`config.mk`:
```
export PLATFORM = sky130hd
export DESIGN_NAME = tpwm_top
export DESIGN_NICKNAME = d
export VERILOG_FILES = /design/src/core/tpwm_pkg.sv /design/src/core/tpwm_channel.sv /design/src/core/tpwm_prescaler.sv /design/src/core/tpwm_top.sv
export VERILOG_INCLUDE_DIRS = /design/src /design/src/core
export SDC_FILE = /design/constraint.sdc
export NUM_CORES = 1
export LEC_CHECK = 0
export BUFFER_PORTS_ARGS = -buffer_cell sky130_fd_sc_hd__buf_2
export CORE_ASPECT_RATIO = 1.1
export CORE_UTILIZATION = 55
export DETAILED_ROUTE_END_ITERATION = 6
export PLACE_DENSITY = 0.74
export SYNTH_ARGS = -nofsm -noshare
export SYNTH_HDL_FRONTEND = slang
export SYNTH_SLANG_ARGS = --single-unit
```
`constraint.sdc`:
```
create_clock -name aclk -period 10.5 [get_ports aclk]
set_clock_uncertainty 0.15 [all_clocks]
set_input_delay 0.525 -clock aclk [delete_from_list [all_inputs] [get_ports aclk]]
set_output_delay 0.525 -clock aclk [all_outputs]
set_load 0.02 [all_outputs]
```
`src/core/tpwm_consts.svh`:
```
// register offsets, field positions and reset values of the pwm timer
// Summary of operation
// - each channel makes unbuffered pwm; width set by its own compare value.
// - rewriting an unbuffered compare unsynchronised may corrupt up to two periods.
// - pair 0/1 link bit makes one buffered pwm on channel 0 pin.
// - partner write takes over next period; last written set rules at wraps.
// - pairs 2/3 and 4/5 link likewise, output on the even pin.
// - linked pair: odd control unused, even controls, odd pin released.
// - buffered select beats unbuffered select on even channels.
// - toggle on wrap clear gives a 0% duty output.
// - full duty bit plus toggle on wrap gives 100% duty.
// - wrap flag set at period limit; interrupt only while enabled.
// - channel flags set on compare; interrupt only while enabled.
// - wait mode: timer runs, bus refused, enabled interrupt wakes.
// - stop mode: timer frozen, registers and counter kept.
// - with toggle on wrap set, pwm output toggles on the tick that takes the counter from the period limit back to zero.
// - at the period limit set wrap flag, restart from zero next tick.
// - counter reset bit clears counter and prescaler, reads zero.
`ifndef TPWM_CONSTS_SVH
`define TPWM_CONSTS_SVH
`define TPWM_OFS_CTRL 8'h00
`define TPWM_OFS_COUNT 8'h04
`define TPWM_OFS_PERIOD 8'h08
`define TPWM_OFS_HOLE 8'h0c
`define TPWM_OFS_CHAN0 8'h10
`define TPWM_CHAN_STRIDE 8'h08
`define TPWM_CMP_OFS 8'h04
`define TPWM_OFS_LAST 8'h3c
`define TPWM_CTL_FLAG 7
`define TPWM_CTL_IRQEN 6
`define TPWM_CTL_HALT 5
`define TPWM_CTL_RST 4
`define TPWM_CH_FLAG 7
`define TPWM_CH_IRQEN 6
`define TPWM_CH_BUF 5
`define TPWM_CH_UNBUF 4
`define TPWM_CH_ACTHI 3
`define TPWM_CH_ACTLO 2
`define TPWM_CH_TOV 1
`define TPWM_CH_FULL 0
`define TPWM_HALT_RST 1'b1
`define TPWM_PERIOD_RST 16'hffff
`define TPWM_CHAN_RST 8'h00
`define TPWM_PS_EXT 3'h7
`define TPWM_RESP_OKAY 2'h0
`define TPWM_RESP_SLVERR 2'h2
`endif

```
`src/core/tpwm_pkg.sv`:
```
// types shared by the pwm timer modules
package tpwm_pkg;
    typedef logic [7:0] tpwm_addr_t;
    typedef logic [31:0] tpwm_word_t;
    typedef logic [15:0] tpwm_count_t;
    typedef enum logic [1:0] {
        tpwm_act_off = 2'h0,
        tpwm_act_toggle = 2'h1,
        tpwm_act_clear = 2'h2,
        tpwm_act_set = 2'h3
    } tpwm_action_e;
endpackage : tpwm_pkg

```
`src/core/tpwm_channel.sv`:
```
// one output compare / pwm channel
`timescale 1ns/1ps
module tpwm_channel (
    input wire logic aclk,
    input wire logic aresetn,
    input wire logic tick,
    input wire logic wrap,
    input wire tpwm_pkg::tpwm_count_t next_cnt,
    input wire tpwm_pkg::tpwm_count_t cmp,
    input wire logic enable,
    input wire tpwm_pkg::tpwm_action_e action,
    input wire logic tov,
    input wire logic full,
    output logic level,
    output logic hit
);
    import tpwm_pkg::*;
    logic forcing;

    // exact match only: a value already passed is missed this period
    assign hit = enable && tick && (next_cnt == cmp);
    assign forcing = (action == tpwm_act_clear) || (action == tpwm_act_set);

    // compare wins over a wrap toggle in the same tick, so cmp 0 is 0%
    always_ff @(posedge aclk) begin
        if (!aresetn) begin
            level <= 1'b0;
        end else if (enable && tick) begin
            if (full && tov && forcing) begin
                level <= ~action[0];
            end else if (hit) begin
                case (action)
                    tpwm_act_toggle: level <= ~level;
                    tpwm_act_clear: level <= 1'b0;
                    tpwm_act_set: level <= 1'b1;
                    default: level <= level;
                endcase
            end else if (wrap && tov) begin
                level <= ~level;
            end
        end
    end

    full_duty_a: assert property (@(posedge aclk) disable iff (!aresetn)
        (enable && tick && full && tov && action == tpwm_act_clear)
        |=> level) else $error("full duty output not at pulse level");
    zero_duty_a: assert property (@(posedge aclk) disable iff (!aresetn)
        (enable && !tov && action == tpwm_act_clear && hit)
        ##1 (enable && !tov && action == tpwm_act_clear)[*2] |-> !level)
        else $error("zero duty output left its forced state");
endmodule : tpwm_channel

```
`src/core/tpwm_prescaler.sv`:
```
// clock prescaler giving the counter tick
`timescale 1ns/1ps
`include "tpwm_consts.svh"
module tpwm_prescaler (
    input wire logic aclk,
    input wire logic aresetn,
    input wire logic run,
    input wire logic clear,
    input wire logic [2:0] sel,
    output logic tick
);
    logic [5:0] div;
    logic [5:0] mask;

    // external clock select is not modelled, so that code yields no tick
    assign mask = 6'((7'h01 << sel) - 7'h01);
    assign tick = run && !clear && (sel != `TPWM_PS_EXT)
        && ((div & mask) == mask);

    // divider clears with the counter reset bit
    always_ff @(posedge aclk) begin
        if (!aresetn || clear) begin
            div <= 6'h00;
        end else if (run) begin
            div <= div + 6'h01;
        end
    end
endmodule : tpwm_prescaler

```
`src/core/tpwm_top.sv`:
```
// six channel pwm timer with axi4-lite register slave
`timescale 1ns/1ps
`include "tpwm_consts.svh"
module tpwm_top (
    input wire logic aclk,
    input wire logic aresetn,
    input wire logic wait_mode,
    input wire logic stop_mode,
    input wire logic awvalid,
    output logic awready,
    input wire tpwm_pkg::tpwm_addr_t awaddr,
    input wire logic wvalid,
    output logic wready,
    input wire tpwm_pkg::tpwm_word_t wdata,
    input wire logic [3:0] wstrb,
    output logic bvalid,
    input wire logic bready,
    output logic [1:0] bresp,
    input wire logic arvalid,
    output logic arready,
    input wire tpwm_pkg::tpwm_addr_t araddr,
    output logic rvalid,
    input wire logic rready,
    output tpwm_pkg::tpwm_word_t rdata,
    output logic [1:0] rresp,
    output logic [5:0] chan_pin_out,
    output logic [5:0] chan_pin_oe,
    output logic irq
);
    import tpwm_pkg::*;

    logic aw_held, w_held, do_write, aw_fire, w_fire, ar_fire;
    logic next_aw_held, next_w_held, next_bvalid, next_rvalid;
    tpwm_addr_t aw_addr_q;
    tpwm_word_t wdata_q, rd_word, ctrl_mw, period_mw;
    logic [3:0] wstrb_q;
    logic wr_ok, rd_ok, wr_ctrl, wr_period, rd_ctrl;
    logic wflag, wien, halt, wflag_arm, tick, wrap, clr, run;
    logic [2:0] ps;
    logic [7:0] ctrl_byte;
    tpwm_count_t cnt, period, next_cnt;
    logic [7:0] chan_ctl [0:5];
    tpwm_count_t chan_cmp [0:5];
    tpwm_count_t chan_sel_cmp [0:5];
    tpwm_word_t chan_ctl_mw [0:5];
    tpwm_word_t chan_cmp_mw [0:5];
    logic [7:0] chan_rd [0:5];
    logic [5:0] chan_flag, chan_arm, chan_hit, chan_level, chan_en;
    logic [5:0] wr_ctl, wr_cmp, rd_chan, chan_irq_src;
    logic [2:0] pair_last, pair_act, link;

    function automatic logic addr_ok(input tpwm_addr_t a);
        addr_ok = (a[1:0] == 2'h0) && (a <= `TPWM_OFS_LAST)
            && (a != `TPWM_OFS_HOLE);
    endfunction : addr_ok

    // byte lane merge so partial writes keep untouched fields
    function automatic tpwm_word_t merge(input tpwm_word_t old,
        input tpwm_word_t d, input logic [3:0] s);
        tpwm_word_t r;
        r = old;
        for (int i = 0; i < 4; i++) begin
            if (s[i]) begin
                r[8*i +: 8] = d[8*i +: 8];
            end
        end
        merge = r;
    endfunction : merge

    // bus handshakes: one write and one read in flight, answers registered
    assign aw_fire = awvalid && awready;
    assign w_fire = wvalid && wready;
    assign ar_fire = arvalid && arready;
    assign do_write = aw_held && w_held && !bvalid;
    assign next_aw_held = (aw_held || aw_fire) && !do_write;
    assign next_w_held = (w_held || w_fire) && !do_write;
    assign next_bvalid = do_write || (bvalid && !bready);
    assign next_rvalid = ar_fire || (rvalid && !rready);

    // write channels and response
    always_ff @(posedge aclk) begin
        if (!aresetn) begin
            aw_held <= 1'b0;
            w_held <= 1'b0;
            bvalid <= 1'b0;
            awready <= 1'b0;
            wready <= 1'b0;
            bresp <= `TPWM_RESP_OKAY;
            aw_addr_q <= 8'h00;
            wdata_q <= 32'h0;
            wstrb_q <= 4'h0;
        end else begin
            aw_held <= next_aw_held;
            w_held <= next_w_held;
            bvalid <= next_bvalid;
            awready <= !next_aw_held && !next_bvalid;
            wready <= !next_w_held && !next_bvalid;
            if (aw_fire) begin
                aw_addr_q <= awaddr;
            end
            if (w_fire) begin
                wdata_q <= wdata;
                wstrb_q <= wstrb;
            end
            if (do_write) begin
                // the cpu cannot reach the registers in wait mode
                bresp <= (wait_mode || !addr_ok(aw_addr_q)) ?
                    `TPWM_RESP_SLVERR : `TPWM_RESP_OKAY;
            end
        end
    end

    // read channel; data captured when the address is taken
    always_ff @(posedge aclk) begin
        if (!aresetn) begin
            rvalid <= 1'b0;
            arready <= 1'b0;
            rdata <= 32'h0;
            rresp <= `TPWM_RESP_OKAY;
        end else begin
            rvalid <= next_rvalid;
            arready <= !next_rvalid;
            if (ar_fire) begin
                rdata <= rd_ok ? rd_word : 32'h0;
                rresp <= rd_ok ? `TPWM_RESP_OKAY : `TPWM_RESP_SLVERR;
            end
        end
    end

    // decode of the accepted requests
    assign wr_ok = do_write && !wait_mode && addr_ok(aw_addr_q);
    assign rd_ok = !wait_mode && addr_ok(araddr);
    assign wr_ctrl = wr_ok && (aw_addr_q == `TPWM_OFS_CTRL);
    assign wr_period = wr_ok && (aw_addr_q == `TPWM_OFS_PERIOD);
    assign rd_ctrl = ar_fire && rd_ok && (araddr == `TPWM_OFS_CTRL);

    // reset bit always reads as zero
    assign ctrl_byte = {wflag, wien, halt, 2'h0, ps};
    assign ctrl_mw = merge({24'h0, ctrl_byte}, wdata_q, wstrb_q);
    assign period_mw = merge({16'h0, period}, wdata_q, wstrb_q);
    assign clr = wr_ctrl && ctrl_mw[`TPWM_CTL_RST];

    // read mux
    always_comb begin
        rd_word = 32'h0;
        case (araddr)
            `TPWM_OFS_CTRL: rd_word = {24'h0, ctrl_byte};
            `TPWM_OFS_COUNT: rd_word = {16'h0, cnt};
            `TPWM_OFS_PERIOD: rd_word = {16'h0, period};
            default: begin
                for (int i = 0; i < 6; i++) begin
                    if (araddr == 8'(`TPWM_OFS_CHAN0
                        + i * `TPWM_CHAN_STRIDE)) begin
                        rd_word = {24'h0, chan_rd[i]};
                    end
                    if (araddr == 8'(`TPWM_OFS_CHAN0 + `TPWM_CMP_OFS
                        + i * `TPWM_CHAN_STRIDE)) begin
                        rd_word = {16'h0, chan_cmp[i]};
                    end
                end
            end
        endcase
    end

    // timer control fields; halt is set out of reset
    always_ff @(posedge aclk) begin
        if (!aresetn) begin
            wien <= 1'b0;
            halt <= `TPWM_HALT_RST;
            ps <= 3'h0;
        end else if (wr_ctrl) begin
            wien <= ctrl_mw[`TPWM_CTL_IRQEN];
            halt <= ctrl_mw[`TPWM_CTL_HALT];
            ps <= ctrl_mw[2:0];
        end
    end

    // wrap flag: clear needs a read while set, then a zero write;
    // a wrap in between disarms, and a wrap beats the clear
    always_ff @(posedge aclk) begin
        if (!aresetn) begin
            wflag <= 1'b0;
            wflag_arm <= 1'b0;
        end else begin
            if (wrap) begin
                wflag <= 1'b1;
            end else if (wr_ctrl && wflag_arm
                && !ctrl_mw[`TPWM_CTL_FLAG]) begin
                wflag <= 1'b0;
            end
            if (wrap || wr_ctrl) begin
                wflag_arm <= 1'b0;
            end else if (rd_ctrl && wflag) begin
                wflag_arm <= 1'b1;
            end
        end
    end

    // period limit
    always_ff @(posedge aclk) begin
        if (!aresetn) begin
            period <= `TPWM_PERIOD_RST;
        end else if (wr_period) begin
            period <= period_mw[15:0];
        end
    end

    // stop mode freezes the whole timer; wait mode does not
    assign run = !halt && !stop_mode;

    tpwm_prescaler u_prescaler (
        .aclk(aclk),
        .aresetn(aresetn),
        .run(run),
        .clear(clr),
        .sel(ps),
        .tick(tick)
    );

    assign wrap = tick && (cnt == period);
    assign next_cnt = (cnt == period) ? 16'h0 : cnt + 16'h1;

    // counter advances per tick and restarts from zero after the limit
    always_ff @(posedge aclk) begin
        if (!aresetn || clr) begin
            cnt <= 16'h0;
        end else if (tick) begin
            cnt <= next_cnt;
        end
    end

    // channel registers, flags and the compare engines
    for (genvar k = 0; k < 6; k++) begin : g_chan
        localparam tpwm_addr_t CTL_A = 8'(`TPWM_OFS_CHAN0
            + k * `TPWM_CHAN_STRIDE);
        localparam tpwm_addr_t CMP_A = 8'(CTL_A + `TPWM_CMP_OFS);

        assign wr_ctl[k] = wr_ok && (aw_addr_q == CTL_A);
        assign wr_cmp[k] = wr_ok && (aw_addr_q == CMP_A);
        assign rd_chan[k] = ar_fire && rd_ok && (araddr == CTL_A);
        assign chan_rd[k] = {chan_flag[k], chan_ctl[k][6:0]};
        assign chan_ctl_mw[k] = merge({24'h0, chan_rd[k]}, wdata_q,
            wstrb_q);
        assign chan_cmp_mw[k] = merge({16'h0, chan_cmp[k]}, wdata_q,
            wstrb_q);
        assign chan_irq_src[k] = chan_flag[k]
            && chan_ctl[k][`TPWM_CH_IRQEN];

        // writes to an active compare act at once, as unbuffered
        always_ff @(posedge aclk) begin
            if (!aresetn) begin
                chan_ctl[k] <= `TPWM_CHAN_RST;
                chan_cmp[k] <= 16'h0;
            end else begin
                if (wr_ctl[k]) begin
                    chan_ctl[k] <= chan_ctl_mw[k][7:0];
                end
                if (wr_cmp[k]) begin
                    chan_cmp[k] <= chan_cmp_mw[k][15:0];
                end
            end
        end

        // channel flag with the same two step clear as the wrap flag
        always_ff @(posedge aclk) begin
            if (!aresetn) begin
                chan_flag[k] <= 1'b0;
                chan_arm[k] <= 1'b0;
            end else begin
                if (chan_hit[k]) begin
                    chan_flag[k] <= 1'b1;
                end else if (wr_ctl[k] && chan_arm[k]
                    && !chan_ctl_mw[k][`TPWM_CH_FLAG]) begin
                    chan_flag[k] <= 1'b0;
                end
                if (chan_hit[k] || wr_ctl[k]) begin
                    chan_arm[k] <= 1'b0;
                end else if (rd_chan[k] && chan_flag[k]) begin
                    chan_arm[k] <= 1'b1;
                end
            end
        end

        if (k % 2 == 0) begin : g_even
            // buffered select wins over unbuffered and links the pair
            assign link[k/2] = chan_ctl[k][`TPWM_CH_BUF];
            assign chan_en[k] = chan_ctl[k][`TPWM_CH_BUF]
                || chan_ctl[k][`TPWM_CH_UNBUF];
            assign chan_sel_cmp[k] = (link[k/2] && pair_act[k/2]) ?
                chan_cmp[k+1] : chan_cmp[k];
        end else begin : g_odd
            // odd channel is idle and its pin released while linked
            assign chan_en[k] = chan_ctl[k][`TPWM_CH_UNBUF]
                && !link[k/2];
            assign chan_sel_cmp[k] = chan_cmp[k];
        end

        tpwm_channel u_chan (
            .aclk(aclk),
            .aresetn(aresetn),
            .tick(tick),
            .wrap(wrap),
            .next_cnt(next_cnt),
            .cmp(chan_sel_cmp[k]),
            .enable(chan_en[k]),
            .action(tpwm_action_e'(chan_ctl[k][3:2])),
            .tov(chan_ctl[k][`TPWM_CH_TOV]),
            .full(chan_ctl[k][`TPWM_CH_FULL]),
            .level(chan_level[k]),
            .hit(chan_hit[k])
        );

        // pins registered; undriven when idle so the port can take it
        always_ff @(posedge aclk) begin
            if (!aresetn) begin
                chan_pin_out[k] <= 1'b0;
                chan_pin_oe[k] <= 1'b0;
            end else begin
                chan_pin_out[k] <= chan_level[k];
                chan_pin_oe[k] <= chan_en[k]
                    && (chan_ctl[k][3:2] != 2'h0);
            end
        end
    end

    // pair handover: the last written set takes control at each wrap
    for (genvar p = 0; p < 3; p++) begin : g_pair
        always_ff @(posedge aclk) begin
            if (!aresetn || !link[p]) begin
                pair_last[p] <= 1'b0;
                pair_act[p] <= 1'b0;
            end else begin
                if (wr_cmp[2*p+1]) begin
                    pair_last[p] <= 1'b1;
                end else if (wr_cmp[2*p]) begin
                    pair_last[p] <= 1'b0;
                end
                if (wrap) begin
                    pair_act[p] <= pair_last[p];
                end
            end
        end
    end

    // one request line; it also wakes the system from wait mode
    always_ff @(posedge aclk) begin
        if (!aresetn) begin
            irq <= 1'b0;
        end else begin
            irq <= (wflag && wien) || (|chan_irq_src);
        end
    end

    wrap_flag_set_a: assert property (@(posedge aclk) disable iff (!aresetn)
        wrap |=> wflag ##1
        (irq == ($past(wien) || $past(|chan_irq_src))))
        else $error("wrap did not set the flag or request");
    cnt_restart_a: assert property (@(posedge aclk) disable iff (!aresetn)
        (wrap && !clr) |=> (cnt == 16'h0))
        else $error("counter did not restart after the limit");
    halt_holds_a: assert property (@(posedge aclk) disable iff (!aresetn)
        (halt && !clr) |=> $stable(cnt))
        else $error("counter moved while halted");
    counter_reset_a: assert property (@(posedge aclk) disable iff (!aresetn)
        clr |=> (cnt == 16'h0) && (ctrl_byte[`TPWM_CTL_RST] == 1'b0))
        else $error("counter reset did not clear the counter");
    stop_freeze_a: assert property (@(posedge aclk) disable iff (!aresetn)
        (stop_mode && !clr) |=> $stable(cnt) && $stable(wflag))
        else $error("timer changed in stop mode");
    irq_gate_a: assert property (@(posedge aclk) disable iff (!aresetn)
        (!(wflag && wien) && chan_irq_src == 6'h0) |=> !irq)
        else $error("interrupt raised with nothing enabled");
    pair_handover_a: assert property (@(posedge aclk) disable iff (!aresetn)
        (link[0] && wrap && pair_last[0]) ##1 link[0] |-> pair_act[0])
        else $error("pair did not hand over at the wrap");
    odd_release_a: assert property (@(posedge aclk) disable iff (!aresetn)
        link[0] [*2] |-> !chan_pin_oe[1])
        else $error("odd pin driven while pair is linked");
    wait_refuse_a: assert property (@(posedge aclk) disable iff (!aresetn)
        (do_write && wait_mode) |=> bvalid && bresp == `TPWM_RESP_SLVERR)
        else $error("write accepted in wait mode");
endmodule : tpwm_top

```
# --- Word level (Yosys, flattened, before mapping) ---
# Memory sizes are Yosys's and may differ from the RTL's.
# Index checks and enable logic that the tools add are counted.
totals:
  register_bits: 151
  latchBits: 0
  ram_bits: 144
  rom_bits: 0
  input_bits: 61
  output_inout_bits: 54
  word_cells: 496
  memories: 2
memory_table:
  columns: ["name", "words", "word_bits", "read_ports", "rd_ports_with_merged_regs", "wr", "line_no", "text"]
  rows:
  - ["chan_cmp", 6, 16, 6, 0, 6, "tpwm_top.sv:43", "tpwm_count_t chan_cmp [0:5];"]
  - ["chan_ctl", 6, 8, 6, 0, 6, "tpwm_top.sv:42", "logic [7:0] chan_ctl [0:5];"]
classes:
  add_sub_neg: 3
  multipliers: 0
  n_div: 0
  order_cmp: 2
  eq_ne: 62
  shift: 1
  n_mux: 132
  n_bitwise: 26
  n_reduce_logical: 209
op_table:
  columns: ["op", "count"]
  rows:
  - ["$mux W32", 12]
  - ["$mux W8", 26]
  - ["$mux W16", 10]
  - ["$eq A8 B6 Y1 const B", 16]
  - ["$logic_and A1 B1 Y1", 116]
  - ["$eq A16 B16 Y1", 7]
  - ["$pmux W32 S3", 1]
  - ["$mux W1", 75]
  - ["$eq A8 B5 Y1 const B", 8]
  - ["$reduce_bool A2 Y1", 16]
  - ["$ne A5 B5 Y1 const B", 6]
  - ["$logic_or A1 B1 Y1", 26]
  - ["$eq A2 B2 Y1 const B", 12]
  - ["$logic_not A1 Y1", 24]
  - ["$pmux W1 S3", 6]
  - ["$reduce_and A3 Y1", 6]
  - ["$reduce_bool A3 Y1", 6]
  - ["$add A16 B1 Y16 const B", 1]
  - ["$eq A8 B4 Y1 const B", 2]
  - ["$le A8 B6 Y1 const B", 2]
  - ["$logic_not A8 Y1", 2]
  - ["$ne A8 B4 Y1 const B", 2]
  - ["$reduce_or A2 Y1", 7]
  - ["$not A1 Y1", 13]
  - ["other kinds (13)", 33]

# --- Depth between registers and ports, before layout ---
logic_depth:
  word_depth: 15
  depth_mapped: 15
  ltp_nobuf: 13

# --- Cells and area by module ---
# From an unflattened synthesis, not the netlist that was laid out.
hier_totals:
  hier_cells: 1636
  hier_area_um2: 15304.7
modules_own_cells:
  columns: ["mod", "instances", "cells_per_inst", "area_each_um2", "seq_area_each_um2"]
  rows:
  - ["tpwm_top", 1, 1322, 12853.6, 6566.3]
  - ["tpwm_channel", 6, 46, 355.3, 20.0]
  - ["tpwm_prescaler", 1, 38, 319.1, 120.1]

# --- Worst setup path before layout ---
# OpenSTA, ideal clock, no wires.
synth_path:
  path_type: "reg2reg"
  start: "register ps[2]"
  end: "register g_chan[5].u_chan.level"
  setup_ns: 0.079
  arrival_time_ns: 3.512
  t_required_ns: 10.271
  slack_ns: 6.759
  stages_incl_launch_ff: 14
  n_path_buf: 1
  synth_period_minus_slack_ns: 3.741
  cell_sequence: "dfxtp_1 > buf_2 > nor3_1 > inv_1 > ha_1 > xor2_1 > a221o_1 > or4_4 > a221oi_2 > o2111ai_1 > nor4_4 > mux2_2 > o31a_1 > a211oi_2"
synth_between:
  elab_chain_len: 9
  elab_cells_between_ends: 16
  cone_classes: "add/sub (1); eq/ne (3); shift (1); mux (2); bitwise (1); reduce/logical (8)"
synth_lines:
  columns: ["item", "line_no", "text"]
  rows:
  - ["start, declared", "tpwm_top.sv:39", "logic [2:0] ps;"]
  - ["start signal, assigned", "tpwm_top.sv:174", "ps <= ctrl_mw[2:0];"]
  - ["$shl A1 B3 Y6", "tpwm_prescaler.sv:16", "assign mask = 6'((7'h01 << sel) - 7'h01);"]
  - ["$sub A6 B1 Y6", "tpwm_prescaler.sv:16", null]
  - ["$and A6 B6 Y6", "tpwm_prescaler.sv:18", "&& ((div & mask) == mask);"]
  - ["$eq A6 B6 Y1", "tpwm_prescaler.sv:18", null]
  - ["$logic_and A1 B1 Y1 *", "tpwm_prescaler.sv:17", "assign tick = run && !clear && (sel != `TPWM_PS_EXT)"]
  - ["$logic_and A1 B1 Y1, on equally long branches", "tpwm_channel.sv:21, tpwm_channel.sv:28, tpwm_top.sv:220", null]
  - ["$logic_and A1 B1 Y1, on equally long branches", "tpwm_channel.sv:21, tpwm_channel.sv:38", null]
  - ["$ne A5 B5 Y1 (no line), or another cell as far along", null, null]
  - ["$reduce_and A3 Y1 (no line) or $mux W1 (tied branches)", null, null]
  - ["end signal, assigned", "tpwm_channel.sv:30", "level <= ~action[0];"]
  - ["end signal, assigned", "tpwm_channel.sv:33", "tpwm_act_toggle: level <= ~level;"]
  - ["end signal, assigned", "tpwm_channel.sv:36", "default: level <= level;"]
  - ["end, declared", "tpwm_channel.sv:14", "output logic level,"]
# Mark *: on every way between the ends. The rest lies on a longest branch, timed or not.
# A chain may end at the register's enable or synchronous reset.

# --- Worst setup path after layout ---
layout_path:
  start: "register cnt[6]"
  end: "register g_chan[1].u_chan.level"
layout_between:
  elab_chain_len: 6
  elab_cells_between_ends: 12
  cone_classes: "add/sub (1); eq/ne (3); mux (3); reduce/logical (5)"
layout_lines:
  columns: ["item", "line_no", "text"]
  rows:
  - ["start, declared", "tpwm_top.sv:41", "tpwm_count_t cnt, period, next_cnt;"]
  - ["start signal, assigned", "tpwm_top.sv:228", "cnt <= next_cnt;"]
  - ["$add A16 B1 Y16 or $eq A16 B16 Y1 (tied branches)", "tpwm_top.sv:221, tpwm_top.sv:220", null]
  - ["$mux W16", "tpwm_top.sv:221", "assign next_cnt = (cnt == period) ? 16'h0 : cnt + 16'h1;"]
  - ["$eq A16 B16 Y1", "tpwm_channel.sv:21", "assign hit = enable && tick && (next_cnt == cmp);"]
  - ["$logic_and A1 B1 Y1", "tpwm_channel.sv:21", null]
  - ["$ne A5 B5 Y1 (no line), or another cell as far along", null, null]
  - ["$reduce_and A3 Y1 (no line) or $mux W1 (tied branches)", null, null]
  - ["end signal, assigned", "tpwm_channel.sv:30", null]
  - ["end signal, assigned", "tpwm_channel.sv:33", null]
  - ["end signal, assigned", "tpwm_channel.sv:36", null]
  - ["end, declared", "tpwm_channel.sv:14", null]
# Several ways; a longest one is shown, not always the timed one.

==> summary.txt <==
Critical path
  – Crit-path max FO: 51
  – Setup crit end kind: flop
  – R2r setup slk: between 5 and 6 ns
  – Worst setup SP type: flop
  – Critical path required time: 10.84 ns
  – Crit Path Class: reg2reg
  – Arr. time, crit path: between 5 and 6 ns

Outcome
  – Failing checks: DRC
  – Status: complete, but fails checks

STA
  – Final hold violation count: 0
  – Fin crit period: around 5.3 ns
  – F_max: between 0.15 and 0.2 GHz
  – Final period util: between 50% and 60%
  – RSZ-0062 raised after global routing: no
  – Slew Limit Fails: 0
  – Setup_tns: 0 ns
  – Slew headroom: approximately 14%
  – Final setup fails: 0
  – Worst slew pin tran: approximately 1.3 ns

Floorplan
  – # IOs: approximately 120
  – Die area: between 20000 and 30000 um^2
  – Die Wd: 164 um
  – Core Rows: between 60 and 70
  – Initial Util: 56.4%
  – Area of the core: around 28000 um^2
  – Die span in y: 180 um

Cells and area
  – Diodes inserted: 0
  – Fill cell count: 2407
  – Synthesis-to-layout area growth: 9.76%
  – Share of cells above drive strength 1: between 10% and 20%
  – Final-stage net count: about 1900
  – Finished Layout Cells: approximately 2200

Clocking
  – Post-CTS Resized: 0
  – Clock root buffer: clkbuf_16
  – CTS buffer count: 31
  – Largest buffer count on any clock path: 3
  – Clock-pin slew on the worst setup and hold paths: 0.06 ns
  – Sink Count: roughly 270
  – Postcts setup bufs: 0
  – Hold buffers post-CTS: 0
  – Worst-Skew Late Latency: 0.57 ns
  – CTS tree: built
  – H-tree depth: 1

Synthesis
  – Mux share of post-synthesis cell area: under 10%
  – Mapped Cells: 1793
  – XOR/XNOR Fraction of Synth Area: approximately 5.1%
  – Yosys Warn Count: 0
  – Number of synthesized register bits: 271
  – Syn avg cell area: about 8.8 um^2
  – Compound-Gate Fraction of Synth Area: between 10% and 20%
  – Adder-cell share of the synthesized area: less than 1%
  – Sequential share of the synthesized area: 43.1%
  – Synth unique cells: 94
  – Netlist Area Pre-Place: around 16000 um^2
  – Synth Area in Simple Gates: between 20 and 30%
  – Largest family of logic cells by synthesized area: simple AND/OR/NAND/NOR gates
  – Most common flop cell mapped by yosys: edfxtp_1
  – Post-synth EDFFs: approximately 140
  – Share of synthesized registers carrying an async set or reset: 0%

Drt
  – Via count: 15000
  – Via density: ~6.8
  – WL per Instance: around 27 um
  – Residual DRC: 2
  – 1st-iter DRT viols: 2277
  – 1st-pass router iterations: 7
  – Final WL: ~60000 um
  – Routed Antenna Nets: 0

Hold path
  – Hold crit path type: in2reg

Placement
  – GP Congestion: between 1 and 1.5
  – Post-placement cell count: roughly 2100
  – Detailed placement HPWL: approximately 44000 um
  – Port bufs: around 80

Flow run
  – Maxcap violations: 0

GRT
  – GRT overflow: 0
  – Vias in the first global route: around 13000
  – Total track usage: 40.2%
  – Largest net degree at the start of global routing: 97
  – Global-route wire length before repair: ~87000 um
  – Number of antenna violations at the first check in global routing: 3

Power and ir drop
  – LEAKAGE: a little under 7 nW
  – Power Density: around 140 nW/um^2
  – Max VDD drop: 121 uV
## path summary, 6_finish.rpt
check	startpoint	end	cells past startpoint
setup reg to reg	cnt[6]$_SDFFE_PP0N_	g_chan[1].u_chan.level$_SDFFE_PN0P_	11
hold reg to reg	g_chan[3].u_chan.level$_SDFFE_PN0P_	g_chan[3].u_chan.level$_SDFFE_PN0P_	1
hold / removal	awaddr[0]	aw_addr_q[0]$_SDFFE_PN0P_	3
setup / recovery	cnt[6]$_SDFFE_PP0N_	g_chan[1].u_chan.level$_SDFFE_PN0P_	11
## report_power, final
group	switching (W)	internal (W)	leakage, nW	total (W)
Sequential	0.0000438	0.00114	2.50	0.00118
Combinational	0.0000963	0.0000389	3.76	0.000135
Clock	0.000450	0.000654	0.511	0.00110
Total	0.000590	0.00183	6.78	0.00242
## layout by cell type (no fill, tap or decap), types with 7 or more instances in the layout
| cell | n |
|---|---|
| nand4_1 | 25 |
| xnor2_1 | 39 |
| and2_1 | 13 |
| clkbuf_1 | 8 |
| nor3b_1 | 11 |
| a21oi_1 | 116 |
| nand2b_1 | 12 |
| conb_1 | 18 |
| o21ai_0 | 60 |
| nor4b_1 | 7 |
| or3_1 | 21 |
| edfxtp_1 | 138 |
| nand4b_1 | 8 |
| a211oi_1 | 16 |
| a21o_1 | 7 |
| nand3b_1 | 11 |
| a22oi_1 | 17 |
| nor2_1 | 175 |
| nor2b_1 | 18 |
| nand2_1 | 256 |
| mux2_2 | 8 |
| nor3_1 | 37 |
| buf_4 | 30 |
| dfxtp_1 | 133 |
| mux2i_1 | 63 |
| o221ai_1 | 8 |
| clkbuf_16 | 34 |
| a41oi_1 | 7 |
| a222oi_1 | 12 |
| nand3_1 | 74 |
| a31oi_1 | 29 |
| o22ai_1 | 15 |
| buf_2 | 77 |
| o31ai_1 | 8 |
| xor2_1 | 35 |
| and3_1 | 106 |
| inv_1 | 20 |
| nor4_1 | 33 |
## registers in the layout (all words and copies together) (netlist names), 2 cells and up
signal and flops:
aw_addr_q 8, chan_arm 6, chan_cmp 96, chan_ctl 42, chan_flag 6, chan_pin_oe 6, chan_pin_out 6, cnt 16
g_chan.u_chan.level 6, pair_act 3, pair_last 3, period 16, ps 3, rdata 16, u_prescaler.div 6, wdata_q 16
wstrb_q 2
## final cells by class
class | count | area (um^2) | area share [%]
clock inverter | 9 | 80.1 | 0.462
timing repair buffer | 107 | 611 | 3.52
inverter | 22 | 82.6 | 0.476
tap | 363 | 454 | 2.62
multi-input combinational | 1385 | 8350 | 48.1
sequential | 271 | 6810 | 39.2
clock buffer | 48 | 963 | 5.55
## metrics by stage
step / utilization [%] / hold slack [ns] / area, um^2 / setup slack [ns] / total power, W
2_1_floorplan: - / 0.261 / 15900 / 6.76 / 0.00127
3_3_place_gp: 58.2 / 0.274 / 16300 / 5.57 / 0.00133
3_5_place_dp: 58.2 / 0.280 / 16300 / 5.48 / 0.00133
4_1_cts: 61.9 / 0.0387 / 17300 / 5.46 / 0.00241
5_1_grt: 61.9 / 0.0393 / 17300 / 5.13 / 0.00247
6_report: 61.9 / 0.0432 / 17300 / 5.25 / 0.00242
## metal layers
metal / GRT usage, % / share of wire [%]
met1: 52.6 / 37
met2: 59.2 / 42
met3: 12.5 / 14
met4: 21.0 / 6.5
met5: 0 / 0.022
## synth_stat cells, types with 16 or more instances
library cell / count / share of area, %
edfxtp_1: 138 / 26
nor4_1: 33 / 1.3
or3_1: 21 / 0.83
nor3_1: 38 / 1.2
and3_1: 106 / 4.2
nor2_1: 176 / 4.2
buf_4: 26 / 1.2
a211oi_1: 16 / 0.76
clkbuf_1: 71 / 1.7
nand2_1: 256 / 6.1
a21oi_1: 116 / 3.7
a31oi_1: 29 / 1.1
xnor2_1: 39 / 2.2
xor2_1: 35 / 1.9
nand4_1: 25 / 0.99
dfxtp_1: 133 / 17
nand3_1: 74 / 2.3
inv_1: 21 / 0.50
o21ai_0: 60 / 1.9
mux2i_1: 63 / 4.0
a22oi_1: 17 / 0.81
nor2b_1: 18 / 0.71
## worst max-delay path, stage by stage (launching register included)
cell and delay [ns]:
dfxtp_1 0.70, xor2_1 0.14, nor4_1 0.47, and4_2 0.60, buf_4 0.55, or3_1 0.18
o311ai_0 0.40, nor4_1 1.05, and2_1 0.30, mux2i_1 0.27, a31oi_1 0.13, nor3_1 0.21
## logic make-up after synthesis
family | count (synthesis)
buffers and inverters | 154
AO/OA/AOI/OAI | 365
AND/OR/NAND/NOR | 846
adder cells (fa/ha/maj) | 3
other | 1
multiplexers | 72
flip-flops | 271
XOR/XNOR | 81
No activity file was read; power rests on OpenSTA's default activity.
